File: src/rtl/sgm_pkg.sv
package sgm_pkg;

	// ----------------------------------------
	// register map (byte addresses)
	// ----------------------------------------
	localparam int ADDR_W = 4;
	localparam logic [3:0] OFS_CTRL = 4'h0;
	localparam logic [3:0] OFS_SRC = 4'h4;
	localparam logic [3:0] OFS_CARH = 4'h8;
	localparam logic [3:0] OFS_CARL = 4'hc;

	// ----------------------------------------
	// modulation_control fields
	// ----------------------------------------
	localparam int CTRL_EN_BIT = 7;
	localparam int CTRL_OE_BIT = 6;
	localparam int CTRL_SLR_BIT = 5;
	localparam int CTRL_OPOL_BIT = 4;
	localparam int CTRL_OUT_BIT = 3;
	localparam int CTRL_SWBIT_BIT = 0;
	localparam logic [7:0] CTRL_RST = 8'h20;
	localparam logic [7:0] CTRL_WMASK = 8'hf1;

	// ----------------------------------------
	// source and carrier control fields
	// ----------------------------------------
	localparam int ODIS_BIT = 7;
	localparam int CAR_POL_BIT = 6;
	localparam int CAR_SYNC_BIT = 5;
	localparam int SEL_MSB = 3;
	localparam logic [7:0] SRC_RST = 8'h00;
	localparam logic [7:0] SRC_WMASK = 8'h8f;
	localparam logic [7:0] CAR_RST = 8'h00;
	localparam logic [7:0] CAR_WMASK = 8'hef;

	// ----------------------------------------
	// source codes
	// ----------------------------------------
	localparam logic [3:0] MS_SWBIT = 4'h0;
	localparam logic [3:0] MS_PIN = 4'h1;
	localparam logic [3:0] MS_PWM1 = 4'h2;
	localparam logic [3:0] MS_CMP1 = 4'h6;
	localparam logic [3:0] MS_SPI1 = 4'h8;
	localparam logic [3:0] MS_UART = 4'ha;
	localparam logic [3:0] CS_GND = 4'h0;
	localparam logic [3:0] CS_PIN1 = 4'h1;
	localparam logic [3:0] CS_PIN2 = 4'h2;
	localparam logic [3:0] CS_REFCLK = 4'h3;
	localparam logic [3:0] CS_PWM1 = 4'h4;

endpackage

File: src/rtl/sgm_sync.sv
`timescale 1ns/10ps
`default_nettype none

module sgm_sync #(
	parameter int W = 3
) (
	input wire logic clk,
	input wire logic rst_n,
	input wire logic ce,
	input wire logic [W-1:0] d,
	output logic [W-1:0] q
);

	logic [W-1:0] meta_r;

	// first stage feeds only the second
	always_ff @(posedge clk or negedge rst_n)
	begin
		if (!rst_n)
		begin
			meta_r <= '0;
			q <= '0;
		end
		else if (ce)
		begin
			meta_r <= d;
			q <= meta_r;
		end
	end

endmodule

`default_nettype wire

File: src/rtl/sgm_top.sv
// Decided for this implementation: the address map and register access over APB.
`timescale 1ns/10ps
`default_nettype none

module sgm_top (
	input wire logic pclk,
	input wire logic presetn,
	input wire logic clk_en,
	input wire logic psel,
	input wire logic penable,
	input wire logic pwrite,
	input wire logic [sgm_pkg::ADDR_W-1:0] paddr,
	input wire logic [31:0] pwdata,
	output logic [31:0] prdata,
	output logic pready,
	output logic pslverr,
	input wire logic modulator_input_pin,
	input wire logic carrier_input_pin_one,
	input wire logic carrier_input_pin_two,
	input wire logic [3:0] pwm_out,
	input wire logic [1:0] comparator_out,
	input wire logic [1:0] spi_data_out,
	input wire logic uart_tx,
	input wire logic reference_clock_output,
	output logic modulated_output,
	output logic slew_limit_en,
	output logic [3:0] pwm_pin_drive_disable,
	output logic [1:0] comparator_pin_drive_disable,
	output logic [1:0] spi_pin_drive_disable,
	output logic uart_pin_drive_disable,
	output logic refclk_pin_drive_disable
);

	// ----------------------------------------
	// pin synchronisers
	// ----------------------------------------
	logic [2:0] pins_s;

	sgm_sync #(
		.W(3)
	) u_sync (
		.clk(pclk),
		.rst_n(presetn),
		.ce(clk_en),
		.d({carrier_input_pin_two, carrier_input_pin_one, modulator_input_pin}),
		.q(pins_s)
	);

	// ----------------------------------------
	// registers
	// ----------------------------------------
	logic [7:0] ctrl_r;
	logic [7:0] src_r;
	logic [7:0] carh_r;
	logic [7:0] carl_r;
	logic status_r;
	logic armed_r;
	logic access_c;
	logic hit_c;
	logic wr_ctrl_c;
	logic [7:0] wbyte_c;
	logic [7:0] rd_c;

	assign access_c = psel && penable && clk_en && armed_r;
	assign hit_c = (paddr == sgm_pkg::OFS_CTRL) || (paddr == sgm_pkg::OFS_SRC)
		|| (paddr == sgm_pkg::OFS_CARH) || (paddr == sgm_pkg::OFS_CARL);
	assign wbyte_c = pwdata[7:0];
	assign wr_ctrl_c = access_c && pwrite && (paddr == sgm_pkg::OFS_CTRL);
	// a transfer whose setup edge was frozen waits a cycle for its read data
	assign pready = clk_en && (armed_r || !penable);
	assign pslverr = psel && penable && !hit_c;

	// reset returns every register to its default
	always_ff @(posedge pclk or negedge presetn)
	begin
		if (!presetn)
		begin
			ctrl_r <= sgm_pkg::CTRL_RST;
			src_r <= sgm_pkg::SRC_RST;
			carh_r <= sgm_pkg::CAR_RST;
			carl_r <= sgm_pkg::CAR_RST;
		end
		else if (access_c && pwrite)
		begin
			// selections live in their own registers, untouched by enable
			unique case (paddr)
				sgm_pkg::OFS_CTRL: ctrl_r <= wbyte_c & sgm_pkg::CTRL_WMASK;
				sgm_pkg::OFS_SRC: src_r <= wbyte_c & sgm_pkg::SRC_WMASK;
				sgm_pkg::OFS_CARH: carh_r <= wbyte_c & sgm_pkg::CAR_WMASK;
				sgm_pkg::OFS_CARL: carl_r <= wbyte_c & sgm_pkg::CAR_WMASK;
				default: ;
			endcase
		end
	end

	always_comb
	begin
		rd_c = 8'h00;
		unique case (paddr)
			sgm_pkg::OFS_CTRL:
			begin
				rd_c = ctrl_r;
				rd_c[sgm_pkg::CTRL_OUT_BIT] = status_r;
			end
			sgm_pkg::OFS_SRC: rd_c = src_r;
			sgm_pkg::OFS_CARH: rd_c = carh_r;
			sgm_pkg::OFS_CARL: rd_c = carl_r;
			default: rd_c = 8'h00;
		endcase
	end

	// set once read data is loaded for the transfer, cleared as it completes
	always_ff @(posedge pclk or negedge presetn)
	begin
		if (!presetn)
			armed_r <= 1'b0;
		else if (clk_en)
			armed_r <= psel && !(penable && armed_r);
	end

	// read data captured once per transfer so it stands through access
	always_ff @(posedge pclk or negedge presetn)
	begin
		if (!presetn)
			prdata <= 32'h0000_0000;
		else if (clk_en && psel && !armed_r)
			prdata <= {24'h00_0000, rd_c};
	end

	// ----------------------------------------
	// control fields
	// ----------------------------------------
	logic en_c;
	logic oe_c;
	logic opol_c;
	logic swbit_c;
	logic [3:0] ms_c;
	logic [3:0] ch_c;
	logic [3:0] cl_c;
	logic hsync_c;
	logic lsync_c;

	assign en_c = ctrl_r[sgm_pkg::CTRL_EN_BIT];
	assign oe_c = ctrl_r[sgm_pkg::CTRL_OE_BIT];
	assign opol_c = ctrl_r[sgm_pkg::CTRL_OPOL_BIT];
	assign swbit_c = ctrl_r[sgm_pkg::CTRL_SWBIT_BIT];
	assign ms_c = src_r[sgm_pkg::SEL_MSB:0];
	assign ch_c = carh_r[sgm_pkg::SEL_MSB:0];
	assign cl_c = carl_r[sgm_pkg::SEL_MSB:0];
	assign hsync_c = carh_r[sgm_pkg::CAR_SYNC_BIT];
	assign lsync_c = carl_r[sgm_pkg::CAR_SYNC_BIT];

	// ----------------------------------------
	// source selection
	// ----------------------------------------
	logic mod_c;
	logic carh_raw_c;
	logic carl_raw_c;
	logic carh_c;
	logic carl_c;

	// disabled module falls back to software bit and ground carriers
	always_comb
	begin
		mod_c = 1'b0;
		if (!en_c)
			mod_c = swbit_c;
		else
		begin
			unique case (ms_c)
				4'h0: mod_c = swbit_c;
				4'h1: mod_c = pins_s[0];
				4'h2, 4'h3, 4'h4, 4'h5: mod_c = pwm_out[ms_c[1:0] - 2'd2];
				4'h6, 4'h7: mod_c = comparator_out[ms_c[0]];
				4'h8, 4'h9: mod_c = spi_data_out[ms_c[0]];
				4'ha: mod_c = uart_tx;
				default: mod_c = 1'b0;
			endcase
		end
	end

	function automatic logic car_pick(input logic [3:0] sel, input logic [2:0] pins,
		input logic refclk, input logic [3:0] pwm);
		logic v;
		v = 1'b0;
		unique case (sel)
			4'h0: v = 1'b0;
			4'h1: v = pins[1];
			4'h2: v = pins[2];
			4'h3: v = refclk;
			4'h4, 4'h5, 4'h6, 4'h7: v = pwm[sel[1:0]];
			default: v = 1'b0;
		endcase
		return v;
	endfunction

	assign carh_raw_c = en_c && car_pick(ch_c, pins_s, reference_clock_output, pwm_out);
	assign carl_raw_c = en_c && car_pick(cl_c, pins_s, reference_clock_output, pwm_out);
	// polarity after grounding keeps a disabled inverted carrier high
	assign carh_c = carh_raw_c ^ carh_r[sgm_pkg::CAR_POL_BIT];
	assign carl_c = carl_raw_c ^ carl_r[sgm_pkg::CAR_POL_BIT];

	// ----------------------------------------
	// carrier switching and mixing
	// ----------------------------------------
	logic held_high_r;
	logic hold_c;
	logic use_high_c;
	logic mixed_c;
	logic out_inv_c;

	// a synced carrier still high blocks the switch until it falls
	assign hold_c = held_high_r ? (hsync_c && carh_c) : (lsync_c && carl_c);
	assign use_high_c = (mod_c != held_high_r && hold_c) ? held_high_r : mod_c;
	assign mixed_c = use_high_c ? carh_c : carl_c;
	assign out_inv_c = mixed_c ^ opol_c;

	always_ff @(posedge pclk or negedge presetn)
	begin
		if (!presetn)
			held_high_r <= 1'b0;
		else if (clk_en)
			held_high_r <= use_high_c;
	end

	// no sleep input: logic runs whenever clk_en is high and its clock and sources run
	always_ff @(posedge pclk or negedge presetn)
	begin
		if (!presetn)
		begin
			modulated_output <= 1'b0;
			status_r <= 1'b0;
			slew_limit_en <= 1'b1;
		end
		else if (clk_en)
		begin
			modulated_output <= oe_c && out_inv_c;
			status_r <= out_inv_c;
			slew_limit_en <= ctrl_r[sgm_pkg::CTRL_SLR_BIT];
		end
	end

	// ----------------------------------------
	// peripheral pin drive disables
	// ----------------------------------------
	logic mdis_c;
	logic hdis_c;
	logic ldis_c;
	logic [3:0] pwm_dis_c;

	assign mdis_c = en_c && src_r[sgm_pkg::ODIS_BIT];
	assign hdis_c = en_c && carh_r[sgm_pkg::ODIS_BIT];
	assign ldis_c = en_c && carl_r[sgm_pkg::ODIS_BIT];

	generate
		for (genvar i = 0; i < 4; i++)
		begin : g_pwm
			assign pwm_dis_c[i] = (mdis_c && ms_c == sgm_pkg::MS_PWM1 + 4'(i))
				|| (hdis_c && ch_c == sgm_pkg::CS_PWM1 + 4'(i))
				|| (ldis_c && cl_c == sgm_pkg::CS_PWM1 + 4'(i));
		end
	endgenerate

	always_ff @(posedge pclk or negedge presetn)
	begin
		if (!presetn)
		begin
			pwm_pin_drive_disable <= 4'h0;
			comparator_pin_drive_disable <= 2'h0;
			spi_pin_drive_disable <= 2'h0;
			uart_pin_drive_disable <= 1'b0;
			refclk_pin_drive_disable <= 1'b0;
		end
		else if (clk_en)
		begin
			pwm_pin_drive_disable <= pwm_dis_c;
			comparator_pin_drive_disable <= {mdis_c && ms_c == sgm_pkg::MS_CMP1 + 4'h1,
				mdis_c && ms_c == sgm_pkg::MS_CMP1};
			spi_pin_drive_disable <= {mdis_c && ms_c == sgm_pkg::MS_SPI1 + 4'h1,
				mdis_c && ms_c == sgm_pkg::MS_SPI1};
			uart_pin_drive_disable <= mdis_c && ms_c == sgm_pkg::MS_UART;
			refclk_pin_drive_disable <= (hdis_c && ch_c == sgm_pkg::CS_REFCLK)
				|| (ldis_c && cl_c == sgm_pkg::CS_REFCLK);
		end
	end
endmodule

`default_nettype wire

File: config.mk
export PLATFORM = sky130hd
export DESIGN_NAME = sgm_top
export DESIGN_NICKNAME = d
export VERILOG_FILES = /design/src/rtl/sgm_pkg.sv /design/src/rtl/sgm_sync.sv /design/src/rtl/sgm_top.sv
export SDC_FILE = /design/constraint.sdc
export NUM_CORES = 1
export LEC_CHECK = 0
export ABC_AREA = 1
export BUFFER_PORTS_ARGS = -buffer_cell sky130_fd_sc_hd__buf_4
export CAP_MARGIN = 25
export CORE_ASPECT_RATIO = 0.6
export CORE_MARGIN = 2
export CORE_UTILIZATION = 55
export DETAILED_ROUTE_END_ITERATION = 6
export GPL_TIMING_DRIVEN = 0
export PLACE_DENSITY = 0.86
export SLEW_MARGIN = 10
export SYNTH_ARGS = -nofsm -noshare
export SYNTH_HDL_FRONTEND = slang
export SYNTH_SLANG_ARGS = --single-unit
File: constraint.sdc
create_clock -name pclk -period 2.5 [get_ports pclk]
set_input_delay 0.625 -clock pclk [delete_from_list [all_inputs] [get_ports pclk]]
set_output_delay 0.625 -clock pclk [all_outputs]
set_load 0.01 [all_outputs]
==> flow_summary.yaml <==
global_routing:
  antenna_found_initial: 0
  grt_overflow: 0
  grt_pass1_vias: 2510
  grt_pass1_wl_mm: 12.76
  grt_max_degree: 54
  gr-usage-all-layers_pct: 27.67
timing:
  finalCritPeriodShare_pct: 89.10
  worst_pin_slew_ns: 0.7663
  fin_crit_ns: 2.227
  finalSetupViolCount: 0
  clock_skew_ns: 0.005933
  relSlewSlack_pct: 48.72
  maxSlewViolCount: 0
  final.setup.worst_slack_ns: 0.2726
  rsz0062_at_grt: "false"
  tns_ns: 0
  holdWs_ns: 0.3476
  fmax_ghz: 0.4490
  hold_viol_final: 0
drt:
  num_vias: 2827
  ant_nets: 0
  via_per_inst: 5.206
  drt-initial-drc-count: 182
  drt_pre_antenna_iters: 5
  wl_met3_um: 642
  maxUsedRoutingLayer: "met4"
  wl_met2_mm: 3.279
  drt-met1-wl_mm: 4.000
  wl_per_cell_um: 14.66
  drc: 0
  routed_wl_mm: 7.963
floorplan:
  die_h_um: 61.53
  ios: 101
  start_util_pct: 58.57
  fp.dieW_um: 99.89
  coreArea_um2: 5180
  rows: 20
  die-area_um2: 6146
yosys:
  synth_area_um2: 3034
  syn_area_per_cell_um2: 7.681
  synth_top_area_share_pct: 42.06
  synth_area_leaders: "dfrtp_1 (42%), nand2_1 (17%), buf_4 (6.4%), o21ai_0 (4.5%), inv_1 (3.7%)"
  synth_largest_area_cell: "dfrtp_1"
  yosysWarnings: 0
  netlist_instances: 395
  synth_cell_types: 34
  synth_most_common_cell: "nand2_1"
  yosys_most_used_dff: "dfrtp_1"
  synth_edf_count: 0
  synth.ff_latch_count: 53
  yosysSeqAreaShare_pct: 43.79
  synth_common_cells: "nand2_1 (139), dfrtp_1 (51), inv_1 (30)"
  synthArstFlopShare_pct: 100.0
clock_network:
  cts_tree: "done"
  ctsHoldBuffers: 0
  clk_latency_ns: 0.30
  clock_path_buffers: 2
  cts-resized-gates: 0
  cts-root-buf: "clkbuf_8"
  cts_buffers: 5
  path_clk_slew_ns: 0.09
  cts_setup_buffers: 0
  cts-htree-levels: 2
  cts_sinks: 53
setup_path:
  startpoint_type: "input port"
  crit_path_end_kind: "output port"
  cp.arrival_ns: 1.60
  path_class: "input port to output port"
  crit_path_frequent_cell: "buf_4"
  path_cells: "buf_4 > clkinv_1 > clkbuf_1 > a21oi_1 > buf_4"
  required_ns: 1.88
  critPathSlowestCell: "clkbuf_1"
  critPathMaxFanout: 10
  critPathMaxStageDelay_ns: 0.34
power:
  pwr_density_cell_nw_per_um2: 456.0
  ir_drop_mv: 0.3103
  switchingPower_uw: 466.7
  p_comb_share_pct: 16.9
  swShare_pct: 27.88
  intPower_mw: 1.207
  seqPwrFrac_pct: 55.8
  p_leak_nw: 1.881
  power_mw: 1.674
  p_clk_share_pct: 27.4
worst_hold_path:
  hold_class: "input port to asynchronous set/reset pin"
placed_design:
  place_congestion: 0.9690
  hpwl_mm: 6.166
  placed_area_um2: 3593
  port_buffers: 52
  place_inst: 536
  pre_cts_ws_ns: 0.2459
layout:
  layout-drive-gt1-share_pct: 25.37
  diodes: 0
  layout.area.seq_um2: 1329
  design_area_um2: 3671
  stdcell_count: 543
  nNetsFinal: 532
  multi_input_area_um2: 1389
  final_core_util_pct: 70.87
  area.growth.synth_to_final_pct: 20.99
  nFillCells: 468
status:
  status: "finished clean"
run:
  maxCapViolCount: 0
layout by cell type (no fill, tap or decap), types with 2 or more instances in the layout:
master / n
a31oi_1: 4
dfrtp_1: 51
o221ai_1: 3
nand3_1: 19
nor2_2: 3
o31ai_1: 3
buf_6: 2
clkbuf_1: 5
conb_1: 24
nand2_2: 4
o21ai_0: 27
clkbuf_8: 7
nor3_1: 7
nand2_1: 139
buf_4: 78
nor3_2: 3
o21ai_1: 9
dfstp_2: 2
inv_1: 30
inv_2: 7
nand3_2: 5
a21oi_1: 7
nor2_1: 19
mux2_2: 6
nand4_1: 3
logic make-up after synthesis:
| kind of cell | after synthesis | synth area share, % |
|---|---|---|
| AND/OR/NAND/NOR | 205 | 29.69 |
| buffers and inverters | 72 | 13.28 |
| AO/OA/AOI/OAI | 58 | 10.89 |
| flip-flops | 53 | 43.79 |
| multiplexers | 6 | 2.227 |
| other | 1 | 0.1236 |
final timing paths:
check,start,endpoint,slack (ns),cells past startpoint
worst max-delay path,clk_en,pready,0.27,5
worst min-delay path,presetn,spi_pin_drive_disable[0],0.35,1
worst max register to register,carh_r[0],modulated_output,0.70,15
worst min register to register,slew_limit_en,slew_limit_en,0.48,2
max in group asynchronous,presetn,carl_r[6],1.70,1
min in group pclk,slew_limit_en,slew_limit_en,0.48,2
registers in the layout (all words and copies together) (netlist names):
name and count:
slew_limit_en 1, armed_r 1, spi_pin_drive_disable 2, held_high_r 1
u_sync.q 3, comparator_pin_drive_disable 2, carh_r 7, status_r 1
pwm_pin_drive_disable 4, ctrl_r 5, refclk_pin_drive_disable 1, u_sync.meta_r 3
src_r 5, prdata 8, modulated_output 1, uart_pin_drive_disable 1
carl_r 7
per-layer routing:
layer | vias up | track usage [%]
li1 | 1393 | -
met1 | 1324 | 42.76
met2 | 105 | 41.12
met3 | 5 | 4.881
met4 | 0 | 5.675
met5 | - | 0
worst max-delay path, delay by kind of cell:
| kind | cells | cell delay [ns] |
|---|---|---|
| buffers and inverters | 4 | 0.77 |
| AOI/OAI and AO/OA | 1 | 0.20 |
layout make-up:
class | instances | area share [%]
inverter | 38 | 3.885
timing repair buffer | 52 | 10.63
clock buffer | 6 | 1.977
buffer | 34 | 7.089
clock inverter | 1 | 0.1363
tap | 66 | 2.249
multi-input combinational | 293 | 37.83
sequential | 53 | 36.20
power groups by stage:
| stage | clock network [mW] | logic, mW | registers [mW] |
|---|---|---|---|
| floorplan | 0 | 0.167 | 0.940 |
| global placement | 0 | 0.272 | 0.947 |
| detailed placement | 0 | 0.278 | 0.948 |
| CTS | 0.465 | 0.279 | 0.932 |
| global route | 0.497 | 0.317 | 0.937 |
| finish | 0.458 | 0.282 | 0.934 |
No activity file was read; power rests on OpenSTA's default activity.
